### config.mk
export PLATFORM = sky130hd
export DESIGN_NAME = acs_seq
export DESIGN_NICKNAME = d
export VERILOG_FILES = /design/src/hdl/acs_pkg.sv /design/src/hdl/acs_clk_div.sv /design/src/hdl/acs_seq.sv
export SDC_FILE = /design/constraint.sdc
export NUM_CORES = 1
export LEC_CHECK = 0
export BUFFER_PORTS_ARGS = -buffer_cell sky130_fd_sc_hd__buf_2
export CAP_MARGIN = 20
export CORE_ASPECT_RATIO = 0.75
export CORE_MARGIN = 1
export CORE_UTILIZATION = 45
export DETAILED_ROUTE_END_ITERATION = 10
export PLACE_DENSITY = 0.73
export SKIP_CTS_REPAIR_TIMING = 1
export SYNTH_ARGS = -nofsm -noshare
export SYNTH_HDL_FRONTEND = slang
export SYNTH_SLANG_ARGS = --single-unit
export TNS_END_PERCENT = 100
### constraint.sdc
create_clock -name clk_sys -period 7.82 [get_ports clk_sys]
set_clock_uncertainty 0.2 [all_clocks]
set_input_delay 0.782 -clock clk_sys [delete_from_list [all_inputs] [get_ports clk_sys]]
set_output_delay 0.782 -clock clk_sys [all_outputs]
set_load 0.03 [all_outputs]
### src/hdl/acs_pkg.sv
// package for the conversion sequencer: register map, field positions,
// reset values, bus and analog carrier structs, sequencer states.
// assumes an AXI4-Lite master with 32-bit data on the register side.
package acs_pkg;

   // register byte offsets
   localparam logic [4:0] ACS_OFF_CTRL0 = 5'h00;
   localparam logic [4:0] ACS_OFF_CTRL1 = 5'h04;
   localparam logic [4:0] ACS_OFF_RES_HI = 5'h08;
   localparam logic [4:0] ACS_OFF_RES_LO = 5'h0C;
   localparam logic [4:0] ACS_OFF_IRQ_STAT = 5'h10;
   localparam logic [4:0] ACS_OFF_IRQ_CLR = 5'h14;
   localparam logic [4:0] ACS_OFF_IRQ_EN = 5'h18;

   // field positions
   localparam int ACS_BIT_START = 0;
   localparam int ACS_BIT_POWER = 1;
   localparam int ACS_BIT_BUSY = 7;
   localparam int ACS_BIT_DONE = 0;

   // reset values
   localparam logic [2:0] ACS_RST_DIV_SEL = 3'h0;
   localparam logic [11:0] ACS_RST_RESULT = 12'h000;

   // sequence lengths in conversion clock periods, and the msb trial code
   localparam logic [1:0] ACS_SAMPLE_LAST = 2'h3;   // four periods
   localparam logic [3:0] ACS_CONV_FIRST = 4'hB;    // twelve bits, msb first
   localparam logic [11:0] ACS_MSB_TRIAL = 12'h800;
   localparam logic [4:0] ACS_TOTAL_LAST = 5'h0F;   // sixteen periods

   // bus responses
   localparam logic [1:0] ACS_RESP_OKAY = 2'h0;
   localparam logic [1:0] ACS_RESP_SLVERR = 2'h2;

   typedef enum logic [1:0] {
      ACS_IDLE,
      ACS_SAMPLE,
      ACS_CONVERT
   } acs_state_e;

   // master to slave
   typedef struct packed {
      logic awvalid;
      logic [31:0] awaddr;
      logic wvalid;
      logic [31:0] wdata;
      logic [3:0] wstrb;
      logic bready;
      logic arvalid;
      logic [31:0] araddr;
      logic rready;
   } acs_axi_req_s;

   // slave to master
   typedef struct packed {
      logic awready;
      logic wready;
      logic bvalid;
      logic [1:0] bresp;
      logic arready;
      logic rvalid;
      logic [31:0] rdata;
      logic [1:0] rresp;
   } acs_axi_rsp_s;

   // toward the analog core
   typedef struct packed {
      logic power_on;
      logic sample_hold;
      logic convert;
      logic [11:0] trial;
   } acs_ana_s;

endpackage : acs_pkg

### src/hdl/acs_clk_div.sv
// conversion clock divider: one-cycle tick every 2**sel system clocks.
// assumes clear is held while the sequencer is idle so a run starts on
// a full period.
`timescale 1ns/1ps

module acs_clk_div (
   input wire logic clk_sys,
   input wire logic rst_n,
   input wire logic clear,
   input wire logic [2:0] sel,
   output logic tick
);

   typedef struct packed {
      logic [6:0] cnt;
   } acs_div_s;

   acs_div_s st;
   acs_div_s next_st;
   logic [6:0] mask;

   // mask of low counter bits; all ones ends a period, sel 0 ticks always
   always_comb begin
      mask = 7'((8'h01 << sel) - 8'h01);
      tick = !clear && ((st.cnt & mask) == mask);
      next_st = st;
      next_st.cnt = clear ? 7'h00 : 7'(st.cnt + 7'h01);
   end

   always_ff @(posedge clk_sys or negedge rst_n) begin
      if (!rst_n) begin
         st <= '0;
      end else begin
         st <= next_st;
      end
   end

endmodule : acs_clk_div

### src/hdl/acs_seq.sv
// conversion sequencer: register file on AXI4-Lite, start pulse
// handling, sample and successive-approximation phases, done interrupt.
// assumes the analog core answers each trial code on cmp_in (high when
// the held input is at or above the trial) and settles between ticks.
//
// Local design decisions: the register offsets and the AXI4-Lite interface to the registers.
`timescale 1ns/1ps

// Operation
// - start bit low-high-low launches one conversion
// - busy flag set once conversion launches
// - busy flag cleared when conversion finishes
// - completion sets request flag, enabled raises interrupt
// - conversion clock is system clock over 2**select
// - converter powered only while power enable set
// - sampling lasts exactly four conversion periods
// - twelve conversion periods, sixteen in total
// - conversion runs without stalling the processor
// - result readable in high and low bytes
// - result is twelve bits, full scale all ones
module acs_seq (
   input wire logic clk_sys,
   input wire logic rst_n,
   input wire acs_pkg::acs_axi_req_s axi_req,
   output acs_pkg::acs_axi_rsp_s axi_rsp,
   input wire logic cmp_in,
   output acs_pkg::acs_ana_s ana,
   output logic irq
);

   typedef struct packed {
      logic aw_got;
      logic [31:0] aw_addr;
      logic w_got;
      logic [31:0] wdata;
      logic [3:0] wstrb;
      logic bvalid;
      logic [1:0] bresp;
      logic rvalid;
      logic [31:0] rdata;
      logic [1:0] rresp;
      logic start;
      logic start_q;
      logic power;
      logic [2:0] div_sel;
      logic irq_status;
      logic irq_enable;
      logic busy;
      acs_pkg::acs_state_e state;
      logic [1:0] samp_cnt;
      logic [3:0] bit_idx;
      logic [11:0] trial;
      logic [11:0] result;
      logic cmp_s1;
      logic cmp_s2;
      logic cmp_s3;
      logic cmp_val;
      logic [4:0] tick_cnt;
   } acs_seq_s;

   acs_seq_s st;
   acs_seq_s next_st;
   logic tick;
   logic div_clear;
   logic launch;
   logic done;
   logic do_write;
   logic done_clr;
   logic [11:0] bit_mask;
   logic [11:0] decided;
   logic [31:0] rd_word;
   logic rd_ok;
   logic wr_ok;

   // divider is held cleared outside a run so the first period is whole
   assign div_clear = (st.state == acs_pkg::ACS_IDLE);

   acs_clk_div u_div (
      .clk_sys(clk_sys),
      .rst_n(rst_n),
      .clear(div_clear),
      .sel(st.div_sel),
      .tick(tick)
   );

   // read decode, unmapped or unaligned answers slverr
   always_comb begin
      rd_word = 32'h0000_0000;
      rd_ok = (axi_req.araddr[31:5] == 27'h0) && (axi_req.araddr[1:0] == 2'h0);
      case (axi_req.araddr[4:0])
         acs_pkg::ACS_OFF_CTRL0: begin
            rd_word[acs_pkg::ACS_BIT_START] = st.start;
            rd_word[acs_pkg::ACS_BIT_POWER] = st.power;
            rd_word[acs_pkg::ACS_BIT_BUSY] = st.busy;
         end
         acs_pkg::ACS_OFF_CTRL1: rd_word[2:0] = st.div_sel;
         acs_pkg::ACS_OFF_RES_HI: rd_word[3:0] = st.result[11:8];
         acs_pkg::ACS_OFF_RES_LO: rd_word[7:0] = st.result[7:0];
         acs_pkg::ACS_OFF_IRQ_STAT: rd_word[0] = st.irq_status;
         acs_pkg::ACS_OFF_IRQ_CLR: rd_word = 32'h0000_0000;
         acs_pkg::ACS_OFF_IRQ_EN: rd_word[0] = st.irq_enable;
         default: rd_ok = 1'b0;
      endcase
   end

   // main next-state process: bus slave, registers, sequencer
   always_comb begin
      next_st = st;
      launch = 1'b0;
      done = 1'b0;
      done_clr = 1'b0;
      bit_mask = 12'(12'h001 << st.bit_idx);
      // comparator rejects the trial bit when low
      decided = st.cmp_val ? st.trial : (st.trial & ~bit_mask);
      wr_ok = (st.aw_addr[31:5] == 27'h0) && (st.aw_addr[1:0] == 2'h0);
      do_write = st.aw_got && st.w_got && !st.bvalid;

      // three-stage synchroniser, change taken once stages two and three agree
      next_st.cmp_s1 = cmp_in;
      next_st.cmp_s2 = st.cmp_s1;
      next_st.cmp_s3 = st.cmp_s2;
      if (st.cmp_s2 == st.cmp_s3) begin
         next_st.cmp_val = st.cmp_s3;
      end

      // address and data are taken independently, in either order
      if (axi_rsp.awready && axi_req.awvalid) begin
         next_st.aw_got = 1'b1;
         next_st.aw_addr = axi_req.awaddr;
      end
      if (axi_rsp.wready && axi_req.wvalid) begin
         next_st.w_got = 1'b1;
         next_st.wdata = axi_req.wdata;
         next_st.wstrb = axi_req.wstrb;
      end
      if (st.bvalid && axi_req.bready) begin
         next_st.bvalid = 1'b0;
      end
      if (do_write) begin
         next_st.aw_got = 1'b0;
         next_st.w_got = 1'b0;
         next_st.bvalid = 1'b1;
         next_st.bresp = acs_pkg::ACS_RESP_OKAY;
         case (st.aw_addr[4:0])
            acs_pkg::ACS_OFF_CTRL0: begin
               if (st.wstrb[0]) begin
                  next_st.start = st.wdata[acs_pkg::ACS_BIT_START];
                  next_st.power = st.wdata[acs_pkg::ACS_BIT_POWER];
               end
            end
            acs_pkg::ACS_OFF_CTRL1: begin
               if (st.wstrb[0]) begin
                  next_st.div_sel = st.wdata[2:0];
               end
            end
            acs_pkg::ACS_OFF_IRQ_CLR: begin
               done_clr = st.wstrb[0] && st.wdata[acs_pkg::ACS_BIT_DONE];
            end
            acs_pkg::ACS_OFF_IRQ_EN: begin
               if (st.wstrb[0]) begin
                  next_st.irq_enable = st.wdata[acs_pkg::ACS_BIT_DONE];
               end
            end
            acs_pkg::ACS_OFF_RES_HI, acs_pkg::ACS_OFF_RES_LO,
            acs_pkg::ACS_OFF_IRQ_STAT: begin
               next_st.bresp = acs_pkg::ACS_RESP_OKAY;   // read-only, ignored
            end
            default: next_st.bresp = acs_pkg::ACS_RESP_SLVERR;
         endcase
         if (!wr_ok) begin
            next_st.bresp = acs_pkg::ACS_RESP_SLVERR;
         end
      end

      // read answers the cycle after the address is taken
      if (st.rvalid && axi_req.rready) begin
         next_st.rvalid = 1'b0;
      end
      if (axi_rsp.arready && axi_req.arvalid) begin
         next_st.rvalid = 1'b1;
         next_st.rdata = rd_word;
         next_st.rresp = rd_ok ? acs_pkg::ACS_RESP_OKAY
                               : acs_pkg::ACS_RESP_SLVERR;
      end

      // start falling edge launches only when powered
      next_st.start_q = st.start;
      launch = st.start_q && !st.start && st.power;

      if (tick) begin
         next_st.tick_cnt = 5'(st.tick_cnt + 5'h01);
      end
      case (st.state)
         acs_pkg::ACS_IDLE: begin
            if (launch) begin
               next_st.state = acs_pkg::ACS_SAMPLE;
               next_st.busy = 1'b1;
               next_st.samp_cnt = 2'h0;
               next_st.tick_cnt = 5'h00;
            end
         end
         acs_pkg::ACS_SAMPLE: begin
            if (tick) begin
               next_st.samp_cnt = 2'(st.samp_cnt + 2'h1);
               if (st.samp_cnt == acs_pkg::ACS_SAMPLE_LAST) begin
                  next_st.state = acs_pkg::ACS_CONVERT;
                  next_st.bit_idx = acs_pkg::ACS_CONV_FIRST;
                  next_st.trial = acs_pkg::ACS_MSB_TRIAL;
               end
            end
         end
         acs_pkg::ACS_CONVERT: begin
            if (tick) begin
               // one bit per period, msb first, twelve periods
               next_st.trial = decided | (bit_mask >> 1);
               next_st.bit_idx = 4'(st.bit_idx - 4'h1);
               if (st.bit_idx == 4'h0) begin
                  done = 1'b1;
                  next_st.result = decided;
                  next_st.trial = 12'h000;
                  next_st.state = acs_pkg::ACS_IDLE;
                  next_st.busy = 1'b0;
               end
            end
         end
         default: next_st.state = acs_pkg::ACS_IDLE;
      endcase

      // start held high or power removed abandons any run
      if (st.start || !st.power) begin
         next_st.state = acs_pkg::ACS_IDLE;
         next_st.busy = 1'b0;
         next_st.trial = 12'h000;
         done = 1'b0;
         next_st.result = st.result;
      end

      // completion flag: a new completion beats a same-cycle clear
      if (done_clr) begin
         next_st.irq_status = 1'b0;
      end
      if (done) begin
         next_st.irq_status = 1'b1;
      end
   end

   always_ff @(posedge clk_sys or negedge rst_n) begin
      if (!rst_n) begin
         st <= '0;
         st.state <= acs_pkg::ACS_IDLE;
         st.div_sel <= acs_pkg::ACS_RST_DIV_SEL;
         st.result <= acs_pkg::ACS_RST_RESULT;
      end else begin
         st <= next_st;
      end
   end

   // bus readiness never depends on the sequencer, so software runs freely
   always_comb begin
      axi_rsp.awready = !st.aw_got && !st.bvalid;
      axi_rsp.wready = !st.w_got && !st.bvalid;
      axi_rsp.bvalid = st.bvalid;
      axi_rsp.bresp = st.bresp;
      axi_rsp.arready = !st.rvalid;
      axi_rsp.rvalid = st.rvalid;
      axi_rsp.rdata = st.rdata;
      axi_rsp.rresp = st.rresp;
   end

   // analog side and interrupt outputs
   always_comb begin
      ana.power_on = st.power;
      ana.sample_hold = (st.state == acs_pkg::ACS_SAMPLE);
      ana.convert = (st.state == acs_pkg::ACS_CONVERT);
      ana.trial = st.trial;
      irq = st.irq_status && st.irq_enable;
   end

   property p_launch_busy;
      @(posedge clk_sys) disable iff (!rst_n)
      ($fell(st.start) && st.power) |=> st.busy;
   endproperty
   a_launch_busy: assert property (p_launch_busy)
      else $error("busy not set after start pulse");

   property p_done_idle;
      @(posedge clk_sys) disable iff (!rst_n)
      done |=> (!st.busy && ana.trial == 12'h000);
   endproperty
   a_done_idle: assert property (p_done_idle)
      else $error("busy still set after completion");

   property p_done_flag;
      @(posedge clk_sys) disable iff (!rst_n)
      (done && st.irq_enable) |=> (st.irq_status && irq);
   endproperty
   a_done_flag: assert property (p_done_flag)
      else $error("completion did not raise interrupt");

   property p_div_four;
      @(posedge clk_sys) disable iff (!rst_n)
      (tick && st.div_sel == 3'h2 && st.busy && !st.start)
         |=> (!tick [*3] ##1 tick) or ##[1:4] !st.busy;
   endproperty
   a_div_four: assert property (p_div_four)
      else $error("conversion clock period wrong for divide by four");

   property p_sample_len;
      @(posedge clk_sys) disable iff (!rst_n)
      (st.busy && $fell(ana.sample_hold)) |-> (st.tick_cnt == 5'h04);
   endproperty
   a_sample_len: assert property (p_sample_len)
      else $error("sampling phase not four periods");

   property p_total_len;
      @(posedge clk_sys) disable iff (!rst_n)
      done |-> (st.tick_cnt == acs_pkg::ACS_TOTAL_LAST);
   endproperty
   a_total_len: assert property (p_total_len)
      else $error("conversion not sixteen periods");

   property p_start_holds;
      @(posedge clk_sys) disable iff (!rst_n)
      (st.start || !st.power) |=> (!st.busy && !ana.sample_hold);
   endproperty
   a_start_holds: assert property (p_start_holds)
      else $error("sequencer ran while start high or unpowered");

   property p_no_power;
      @(posedge clk_sys) disable iff (!rst_n)
      ($fell(st.start) && !st.power) |=> !st.busy [*2];
   endproperty
   a_no_power: assert property (p_no_power)
      else $error("unpowered start launched a conversion");

   property p_result_kept;
      @(posedge clk_sys) disable iff (!rst_n)
      done |=> (st.result == $past(decided));
   endproperty
   a_result_kept: assert property (p_result_kept)
      else $error("result not stored at completion");

   property p_bus_free;
      @(posedge clk_sys) disable iff (!rst_n)
      (st.busy && axi_req.arvalid && axi_rsp.arready) |=> st.rvalid;
   endproperty
   a_bus_free: assert property (p_bus_free)
      else $error("register read stalled by conversion");

   c_full_run: cover property (@(posedge clk_sys) disable iff (!rst_n)
      done);
   c_full_scale: cover property (@(posedge clk_sys) disable iff (!rst_n)
      done && decided == 12'hFFF);
   c_abort: cover property (@(posedge clk_sys) disable iff (!rst_n)
      st.busy && !st.power);

endmodule : acs_seq

==> results by group, run 1 <==
Outcome
  • Run status: finished, final reports clean

Clock tree
  • H-tree Lvls: 3
  • Sink Count: 102
  • CTS Root Buffer Type: clkbuf_16
  • Clock Latency Late Sink: 0.35 ns
  • Maximum clock insertion buffer count: 2
  • TritonCTS clock tree: built
  • Worst-path clk slew: 0.07 ns
  • Number of CTS-inserted buffers: 9

Cells and area
  • Diode count: 0
  • Non-filler instance count after layout: 755
  • Syn-to-layout area delta: 13.0%
  • Post-route core utilization: 52.6%
  • Fin area: 6130 sq um
  • Layout cells sized above 1: 25.0%
  • # fillers: 1032
  • Fin nets: 710

Die
  • Die H: 97.1 microns
  • Core Region: 11700 sq um
  • Row count: 34
  • Starting density of the core: 46.6%
  • Die Span X: 129 microns
  • I/O Pins: 165
  • Full die area: 12500 sq um

Placed design
  • Hpwl dp: 8.46 mm
  • Post-Place Worst Slack: 4.26 ns
  • Final Wtd Congestion: 0.825
  • Port Buffer Count: 106
  • Placed Cells incl. Taps: 739
  • Placed cell area: 5800 sq um

STA
  • Min Clock Period, post-route: 3.63 ns
  • Tcrit/Tclk final: 46.4%
  • Slew headroom: 45.9%
  • Worst Max-Slew Pin Slew: 0.809 ns
  • Slew Limit Fails: 0
  • Setup WS post-layout: 4.19 ns
  • Unrepaired setup endpoints after global routing: false
  • Max Freq: 275 MHz
  • Setup Viol. Count Final: 0
  • Hold slack: 0.120 ns
  • Setup TNS: 0 ns
  • Hold Fails Final Rpt: 0

Critical path
  • Worst Setup End Kind: flop
  • Critical path arrival: 3.66 ns
  • Crit-path cells: or3_1 -> ha_1 -> nand4b_1 -> a21oi_1 -> a311oi_4 -> nand3_2 -> nor3_4 -> mux2_1
  • Reg2Reg Depth: 8
  • Startpoint Class: flop
  • Worst r2r dst: st[17]$_DFFE_PN0P_
  • Worst Path Required: 7.85 ns
  • Maximum fanout along the worst path: 13
  • CP peak stage delay: 0.75 ns
  • Reg-to-reg startpoint: st[46]$_DFFE_PN0P_
  • Critical Setup Path Class: reg2reg
  • Slowest CP cell: nor3_4
  • R2r setup slk: 4.19 ns

Global routing
  • Total global routing overflow: 0
  • First-pass GRT wire length: 19.2 mm
  • Largest net degree at the start of global routing: 81
  • Antenna violations before repair: 0
  • Number of global-route vias before repair: 3921
  • Gr usage total: 19.8%

Power and ir drop
  • Sequential power share: 46.8%
  • Int Power: 1.09 mW
  • Clock power share: 28.2%
  • PwrDens: 261 nW/um^2
  • Sw Ratio: 32.2%
  • Gate power share: 25.0%
  • Sw Pwr: 0.515 mW
  • Leakage: 2.83 nW
  • Worst vdd rail ir drop: 0.000190 V
  • Total power: 1.60 mW

Synth
  • Synth Instances: 511
  • Synth top area share: 47.0%
  • Post-synthesis adder-cell area fraction: 3.18%
  • Synth area leader: dfrtp_1
  • Area contributors post-synth: dfrtp_1, buf_4, mux2_1
  • Mean Syn Cell Area: 10.6 sq um
  • Top cells by count, synth: dfrtp_1, buf_4, nand2_1
  • Register area share after synthesis: 47.0%
  • Synth Area in Compound Gates: 11.5%
  • Simple logic cell fraction of the synthesized area: 14.3%
  • Xor-xnor portion of the synthesized cell area: 0.968%
  • EDFF count, synth: 0
  • Asr flop ratio synth: 100%
  • Yosys warns: 0
  • Main combinational cell family by area after synthesis: simple AND/OR/NAND/NOR gates
  • Syn Std Cell Area: 5430 sq um
  • FF+latch count, synth: 102
  • Yosys cell types: 65
  • Mux cell area share after synthesis: 12.7%
  • Most common cell in the netlist: dfrtp_1
  • Synth Flop Type: dfrtp_1

Detailed routing
  • Routed len/inst: 15.3 microns
  • DRC: 0
  • Initial drt markers: 169
  • Antenna Violating Nets Remaining: 0
  • Total number of vias: 3934
  • Final WL: 11.5 mm
  • Drt via density: 5.21
  • Detailed Routing Iterations Pass 1: 4

Run
  • Max Cap Viol: 0

Min path
  • Worst min-delay path category: in2async
-- power by group through the flow --
stage               clock [mW]  sequential, mW  combinational [mW]
floorplan                    0           0.721               0.342
global placement             0           0.748               0.384
detailed placement           0           0.757               0.397
CTS                      0.464           0.748               0.402
global route             0.484           0.767               0.443
finish                   0.451           0.749               0.401
-- state kept, by name, indices dropped and copies added (netlist names) --
signal    flops
st           67
axi_rsp      12
next_st       3
ana          13
u_div.st      7
-- routing by layer --
layer	global-route usage (%)	wire length, microns	up-vias
met1	26.7	5280	1904
met3	4.57	599	16
met2	31.3	5460	135
met4	6.43	191	0
met5	0	0	-
li1	-	-	1879
-- worst max-delay path by stage --
stage | slack [ns] | from | endpoint | cells after the start
global route | 4.00 | st[46]$_DFFE_PN0P_ | st[17]$_DFFE_PN0P_ | 8
CTS | 4.23 | st[46]$_DFFE_PN0P_ | st[17]$_DFFE_PN0P_ | 8
finish | 4.19 | st[46]$_DFFE_PN0P_ | st[17]$_DFFE_PN0P_ | 8
floorplan | 4.89 | st[46]$_DFFE_PN0P_ | ana[11]$_DFFE_PN0P_ | 8
global placement | 4.33 | st[46]$_DFFE_PN0P_ | st[17]$_DFFE_PN0P_ | 8
detailed placement | 4.26 | st[46]$_DFFE_PN0P_ | st[17]$_DFFE_PN0P_ | 8
-- logic make-up after synthesis --
family | Yosys count
buffers and inverters | 91
flip-flops | 102
AO/OA/AOI/OAI | 86
XOR/XNOR | 6
AND/OR/NAND/NOR | 148
adder cells (fa/ha/maj) | 14
other | 1
multiplexers | 63
-- placed cells by master, fill, tap and decap left out, types with 2 or more instances in the layout --
cell,n
nand4_1,6
a211oi_1,3
nor3_1,9
mux2_2,13
and3_1,3
a21o_1,10
mux2_1,33
ha_1,13
a21oi_1,17
buf_2,105
nand2_1,44
o41ai_1,2
or3_1,2
and2_1,3
nor2b_1,10
a22o_1,2
clkbuf_16,9
a32o_1,2
or4_1,2
conb_1,26
a221oi_4,2
a41oi_1,2
nand2b_1,12
inv_1,23
o21a_1,2
o21ai_0,15
xnor2_1,4
nand3_2,2
nor2_1,22
nor3b_1,2
dfrtp_1,102
mux2i_1,17
xor2_1,2
inv_6,2
buf_4,3
nor4_1,14
a31oi_1,2
nand3_1,8
o21ai_1,11
-- worst max-delay path: cells and delay by family, from the launching register on --
kind	cells	cell delay, ns
DFF	1	0.53
muxes	1	0.38
adders and majority gates	1	0.32
AOI/OAI and AO/OA	2	0.51
and+or+nand+nor	4	1.58
-- final cells by class --
type                       count  area, sq um  share of cell area [%]
tap                          162          203                    3.31
inverter                      24         90.1                    1.47
multi-input combinational    343         2410                    39.3
clock inverter                 4         55.1                   0.898
clock buffer                  11          243                    3.96
timing repair buffer         109          576                    9.39
sequential                   102         2550                    41.6
Note: power is estimated with default switching activity, not from simulation.
==> run 2: changes to the inputs <==
--- a/config.mk
+++ b/config.mk
@@ -11,7 +11,7 @@
 export CORE_MARGIN = 1
 export CORE_UTILIZATION = 45
 export DETAILED_ROUTE_END_ITERATION = 10
-export PLACE_DENSITY = 0.73
+export PLACE_DENSITY = 0.76
 export SKIP_CTS_REPAIR_TIMING = 1
 export SYNTH_ARGS = -nofsm -noshare
 export SYNTH_HDL_FRONTEND = slang
==> constraint.sdc (replaced) <==
create_clock -name clk_sys -period 2.9 [get_ports clk_sys]
set_clock_uncertainty 0.2 [all_clocks]
set_input_delay 0.29 -clock clk_sys [delete_from_list [all_inputs] [get_ports clk_sys]]
set_output_delay 0.29 -clock clk_sys [all_outputs]
set_load 0.03 [all_outputs]
==> run 2 against run 1 <==
- critical path depth decreased by 1
- routed wire length up 6.6%
- clock power rose to 2.7 times the previous value
- cell count grew 7.2%
- total power rose to 2.8 times the previous value
- clock-buffer cell count fell by 2
- global-route usage down 0.24 points
- maximum frequency rose by 29%
- hold slack got worse by 0.031 ns
- critical path type unchanged
- highest routed layer unchanged
==> results by group, run 2 (synthesis results as in run 1) <==
Outcome
  • Run status: finished, final reports clean (unchanged)

Critical path
  • Worst r2r dst: ana[11]$_DFFE_PN0P_ (was st[17]$_DFFE_PN0P_)
  • Worst Path Required: 2.94 ns (was 7.85 ns)
  • Startpoint Class: flop (unchanged)
  • Reg-to-reg startpoint: st[45]$_DFFE_PN0P_ (was st[46]$_DFFE_PN0P_)
  • Critical path arrival: 2.86 ns (was 3.66 ns)
  • Critical Setup Path Class: reg2reg (unchanged)
  • Slowest CP cell: dfrtp_1 (was nor3_4)
  • Maximum fanout along the worst path: 11 (was 13)
  • Most repeated library cell on the critical path: or3_1
  • R2r setup slk: 0.08 ns (was 4.19 ns)
  • Crit-path cells: or3_1 -> ha_2 -> or3_1 -> a31o_2 -> and3_4 -> a221oi_4 -> mux2_1 (was or3_1 -> ha_1 -> nand4b_1 -> a21oi_1 -> a311oi_4 -> nand3_2 -> nor3_4 -> mux2_1)
  • Reg2Reg Depth: 7 (was 8)
  • Worst Setup End Kind: flop (unchanged)
  • CP peak stage delay: 0.39 ns (was 0.75 ns)

Die
  • Die H: 97.1 microns (unchanged)
  • Row count: 34 (unchanged)
  • Full die area: 12500 sq um (unchanged)
  • Starting density of the core: 46.6% (unchanged)
  • Core Region: 11700 sq um (unchanged)
  • Die Span X: 129 microns (unchanged)
  • I/O Pins: 165 (unchanged)

Global routing
  • First-pass GRT wire length: 19.2 mm (unchanged)
  • Number of global-route vias before repair: 3908 (was 3921)
  • Total global routing overflow: 0 (unchanged)
  • Gr usage total: 19.5% (was 19.8%)
  • Largest net degree at the start of global routing: 60 (was 81)
  • Antenna violations before repair: 0 (unchanged)

STA
  • Min Clock Period, post-route: 2.82 ns (was 3.63 ns)
  • Slew headroom: 47.1% (was 45.9%)
  • Max Freq: 355 MHz (was 275 MHz)
  • Hold Fails Final Rpt: 0 (unchanged)
  • Setup TNS: 0 ns (unchanged)
  • Worst Max-Slew Pin Slew: 0.793 ns (was 0.809 ns)
  • Tcrit/Tclk final: 97.2% (was 46.4%)
  • Slew Limit Fails: 0 (unchanged)
  • Setup Viol. Count Final: 0 (unchanged)

Min path
  • Hold Path Stages: 4
  • Hold Path End: axi_rsp[1]$_DFFE_PN0P_
  • Worst min-delay path category: in2reg (was in2async)
  • Worst min-delay path startpoint: axi_req[18]

Detailed routing
  • Final WL: 12.3 mm (was 11.5 mm)
  • Drt via density: 5.15 (was 5.21)
  • Detailed Routing Iterations Pass 1: 4 (unchanged)
  • DRC: 0 (unchanged)
  • Antenna Violating Nets Remaining: 0 (unchanged)
  • Initial drt markers: 249 (was 169)
  • Routed len/inst: 15.2 microns (was 15.3 microns)
  • Total number of vias: 4167 (was 3934)

Clock tree
  • Worst-path clk slew: 0.07 ns (about the same)
  • TritonCTS clock tree: built (unchanged)
  • H-tree Lvls: 3 (unchanged)
  • Sink Count: 102 (unchanged)
  • Clock Latency Late Sink: 0.35 ns (about the same)
  • Number of CTS-inserted buffers: 9 (unchanged)
  • Maximum clock insertion buffer count: 2 (unchanged)
  • CTS Root Buffer Type: clkbuf_16 (unchanged)

Cells and area
  • Post-route core utilization: 57.0% (was 52.6%)
  • Syn-to-layout area delta: 22.3% (was 13.0%)
  • Fin nets: 763 (was 710)
  • # fillers: 988 (was 1032)
  • Largest register by flop count: st (unchanged)
  • Layout cells sized above 1: 25.5% (was 25.0%)
  • Commonest non-fill, non-tap cell in the layout: buf_2 (unchanged)
  • Non-filler instance count after layout: 809 (was 755)
  • Most frequent cells in the layout: buf_2, dfrtp_1, nand2_1, dlygate4sd3_1, mux2_1 (was buf_2, dfrtp_1, nand2_1, mux2_1, conb_1)
  • Max reg flops: 67 (unchanged)
  • Diode count: 0 (unchanged)

Run
  • Max Cap Viol: 0 (unchanged)

Placed design
  • Final Wtd Congestion: 0.843 (was 0.825)
  • Port Buffer Count: 106 (unchanged)
  • Hpwl dp: 8.51 mm (was 8.46 mm)
  • Placed Cells incl. Taps: 752 (was 739)

Power and ir drop
  • PwrDens: 671 nW/um^2 (was 261 nW/um^2)
  • Worst vdd rail ir drop: 0.000704 V (was 0.000190 V)
  • Leakage: 3.06 nW (was 2.83 nW)
-- run 2: through the flow --
step / setup slack (ns) / cell area (sq um) / power [mW] / hold slack [ns]
floorplan: 0.0353 / 5520 / 2.87 / -0.206
global placement: 0.138 / 5920 / 3.12 / 0.135
detailed placement: 0.106 / 5920 / 3.19 / 0.135
CTS: 0.0881 / 6220 / 4.41 / -0.168
global route: -0.00356 / 6640 / 4.70 / 0.120
finish: 0.0799 / 6640 / 4.46 / 0.0889
-- run 2: worst max path at each step --
stage                        from                  end  slack (ns)  cells past startpoint
2_1_floorplan  st[46]$_DFFE_PN0P_  ana[11]$_DFFE_PN0P_        0.04                      8
3_3_place_gp   st[45]$_DFFE_PN0P_  ana[11]$_DFFE_PN0P_        0.14                      7
3_5_place_dp   st[45]$_DFFE_PN0P_  ana[11]$_DFFE_PN0P_        0.11                      7
4_1_cts        st[45]$_DFFE_PN0P_  ana[11]$_DFFE_PN0P_        0.09                      7
5_1_grt        st[45]$_DFFE_PN0P_  ana[11]$_DFFE_PN0P_      -0.004                      7
6_report       st[45]$_DFFE_PN0P_  ana[11]$_DFFE_PN0P_        0.08                      7
-- run 2: power breakdown --
| part | internal (mW) | switching [mW] |
|---|---|---|
| logic | 0.567 | 0.672 |
| clock network | 0.613 | 0.597 |
| registers | 1.76 | 0.251 |
| total | 2.94 | 1.52 |
-- run 2: critical path: cells and delay by family (launching register included) --
family,cells,cell delay (ns)
AO/OA/AOI/OAI,2,0.55
adder cells (fa/ha/maj),1,0.22
flip-flops,1,0.39
multiplexers,1,0.35
AND/OR/NAND/NOR,3,1.00
-- run 2: area by class of cell --
type	instances	area, sq um	area share [%]
Clock inverter	7	77.6	1.17
Clock buffer	9	225	3.39
Multi-Input combinational cell	343	2420	36.5
Tap cell	162	203	3.05
Sequential cell	102	2550	38.4
Inverter	24	90.1	1.36
Timing Repair Buffer	162	1070	16.1
-- run 2: metal layers --
metal,up-vias,track usage (%),share of wire (%)
li1,1985,-,-
met1,2018,27.2,45
met2,139,30.1,48
met3,25,5.62,5.4
met4,0,4.52,1.9
met5,-,0,0
==> run 3: changes to the inputs <==
--- a/config.mk
+++ b/config.mk
@@ -11,6 +11,7 @@
 export CORE_MARGIN = 1
 export CORE_UTILIZATION = 45
 export DETAILED_ROUTE_END_ITERATION = 10
+export MAX_ROUTING_LAYER = met4
 export PLACE_DENSITY = 0.76
 export SKIP_CTS_REPAIR_TIMING = 1
 export SYNTH_ARGS = -nofsm -noshare
==> run 3 against run 2 <==
- via count is 0.82% higher
- largest cell class unchanged
- setup slack worse by 0.0075 ns
- clock-buffer cell count stayed put
- critical path depth stayed put
- first-iteration DRC count is 4.4% higher
- global-route usage is 0.58 points higher
- critical endpoint unchanged
- clock power hardly changed
- utilization stayed put
==> results by group, run 3 (synthesis results as in run 1) <==
Outcome
  • Run status: finished, final reports clean (unchanged)

Die
  • Die Span X: 129 microns (unchanged)
  • Die H: 97.1 microns (unchanged)
  • Full die area: 12500 sq um (unchanged)
  • Starting density of the core: 46.6% (unchanged)
  • Core Region: 11700 sq um (unchanged)
  • Row count: 34 (unchanged)
  • I/O Pins: 165 (unchanged)

Detailed routing
  • DRC: 0 (unchanged)
  • Drt via density: 5.19 (was 5.15)
  • Antenna Violating Nets Remaining: 0 (unchanged)
  • Final WL: 12.3 mm (about the same)
  • Initial drt markers: 260 (was 249)
  • Total number of vias: 4201 (was 4167)
  • Routed len/inst: 15.2 microns (about the same)
  • Detailed Routing Iterations Pass 1: 6 (was 4)

Power and ir drop
  • Sw Pwr: 1.52 mW (about the same)
  • PwrDens: 671 nW/um^2 (about the same)
  • Worst vdd rail ir drop: 0.000704 V (about the same)
  • Sequential power share: 45.1% (about the same)
  • Leakage: 3.06 nW (unchanged)
  • Sw Ratio: 34.1% (about the same)
  • Int Power: 2.94 mW (about the same)
  • Gate power share: 27.9% (was 27.8%)
  • Clock power share: 27.1% (about the same)

Clock tree
  • CTS Root Buffer Type: clkbuf_16 (unchanged)
  • Number of CTS-inserted buffers: 9 (unchanged)
  • Clock Latency Late Sink: 0.35 ns (about the same)
  • Maximum clock insertion buffer count: 2 (unchanged)
  • TritonCTS clock tree: built (unchanged)
  • H-tree Lvls: 3 (unchanged)
  • Worst-path clk slew: 0.07 ns (about the same)
  • Sink Count: 102 (unchanged)

Placed design
  • Hpwl dp: 8.51 mm (unchanged)
  • Port Buffer Count: 106 (unchanged)
  • Placed cell area: 5920 sq um (unchanged)
  • Final Wtd Congestion: 0.857 (was 0.843)

Cells and area
  • Diode count: 0 (unchanged)
  • Multi-input gate area: 2420 sq um (unchanged)
  • FF+latch area: 2550 sq um (unchanged)
  • Layout cells sized above 1: 25.5% (unchanged)
  • Most frequent cells in the layout: buf_2, dfrtp_1, nand2_1, dlygate4sd3_1, mux2_1 (unchanged)
  • Syn-to-layout area delta: 22.3% (unchanged)
  • Commonest non-fill, non-tap cell in the layout: buf_2 (unchanged)
  • # fillers: 988 (unchanged)
  • Largest register by flop count: st (unchanged)
  • Max reg flops: 67 (unchanged)
  • Fin area: 6640 sq um (unchanged)
  • Fin nets: 763 (unchanged)

STA
  • Min Clock Period, post-route: 2.83 ns (was 2.82 ns)
  • Hold slack: 0.0887 ns (was 0.0889 ns)
  • Setup Viol. Count Final: 0 (unchanged)
  • Worst Max-Slew Pin Slew: 0.783 ns (was 0.793 ns)
  • Tcrit/Tclk final: 97.5% (was 97.2%)
  • Hold Fails Final Rpt: 0 (unchanged)
  • Max Freq: 354 MHz (was 355 MHz)
  • Slew headroom: 47.8% (was 47.1%)
  • Setup TNS: 0 ns (unchanged)
  • Slew Limit Fails: 0 (unchanged)

Global routing
  • Antenna violations before repair: 0 (unchanged)
  • Gr usage total: 20.1% (was 19.5%)
  • First-pass GRT wire length: 19.1 mm (was 19.2 mm)
  • Largest net degree at the start of global routing: 60 (unchanged)
  • Number of global-route vias before repair: 3918 (was 3908)
  • Total global routing overflow: 0 (unchanged)

Critical path
  • CP startpoint: st[45]$_DFFE_PN0P_ (unchanged)
  • Critical path arrival: 2.86 ns (about the same)
  • Startpoint Class: flop (unchanged)
  • Maximum fanout along the worst path: 11 (unchanged)
  • Reg-to-reg startpoint: st[45]$_DFFE_PN0P_ (unchanged)
  • Worst Path Required: 2.94 ns (about the same)
  • Critical Setup Path Class: reg2reg (unchanged)
  • Worst Setup End Kind: flop (unchanged)

Min path
  • Worst min-delay path startpoint: axi_req[18] (unchanged)
  • Worst min-delay path category: in2reg (unchanged)

Run
  • Max Cap Viol: 0 (unchanged)
==> run 3: cell counts in the layout (fill, tap and decap cells not counted) <==
Identical to the previous run, type by type.
==> run 3: metrics by stage <==
step	power (mW)	utilization [%]	setup WS [ns]	cells
3_5_place_dp	3.19	50.8	0.106	752
2_1_floorplan	2.87	-	0.0353	536
4_1_cts	4.41	53.4	0.0881	768
6_report	4.45	57.0	0.0724	809
5_1_grt	4.70	57.0	-0.00226	809
3_3_place_gp	3.12	50.8	0.138	752
==> run 3: worst paths after layout <==
check	endpoint	slack, ns	cells after the start
setup reg to reg	ana[11]$_DFFE_PN0P_	0.07	7
hold / removal	axi_rsp[1]$_DFFE_PN0P_	0.09	4
min in group asynchronous	u_div.st[3]$_DFF_PN0_	0.34	2
max in group asynchronous	st[94]$_DFFE_PN0P_	1.44	3
setup / recovery	ana[11]$_DFFE_PN0P_	0.07	7
hold reg to reg	next_st[6]$_DFF_PN0_	0.15	0
==> run 3: routing by layer <==
metal | GRT usage (%) | part of all wire, %
met1 | 27.7 | 44
met2 | 29.9 | 48
met4 | 5.61 | 1.9
met3 | 4.35 | 5.9
met5 | - | 0
==> run 3: critical path, stage by stage (launching register included) <==
cell	delay (ns)
dfrtp_1	0.39
or3_1	0.39
ha_2	0.22
or3_1	0.36
a31o_2	0.27
and3_4	0.25
a221oi_4	0.29
mux2_1	0.35
==> run 3: power by group through the flow <==
stage               Clock, mW  Sequential [mW]  Combinational (mW)
finish                   1.21             2.01                1.24
global route             1.29             2.06                1.35
CTS                      1.24             1.99                1.18
detailed placement          0             2.01                1.17
global placement            0             1.99                1.13
floorplan                   0             1.94               0.925
==> run 3: final cells by class <==
type / instances / share of cell area (%)
inverter: 24 / 1.36
tap: 162 / 3.05
clock buffer: 9 / 3.39
sequential: 102 / 38.4
clock inverter: 7 / 1.17
timing repair buffer: 162 / 16.1
multi-input combinational: 343 / 36.5
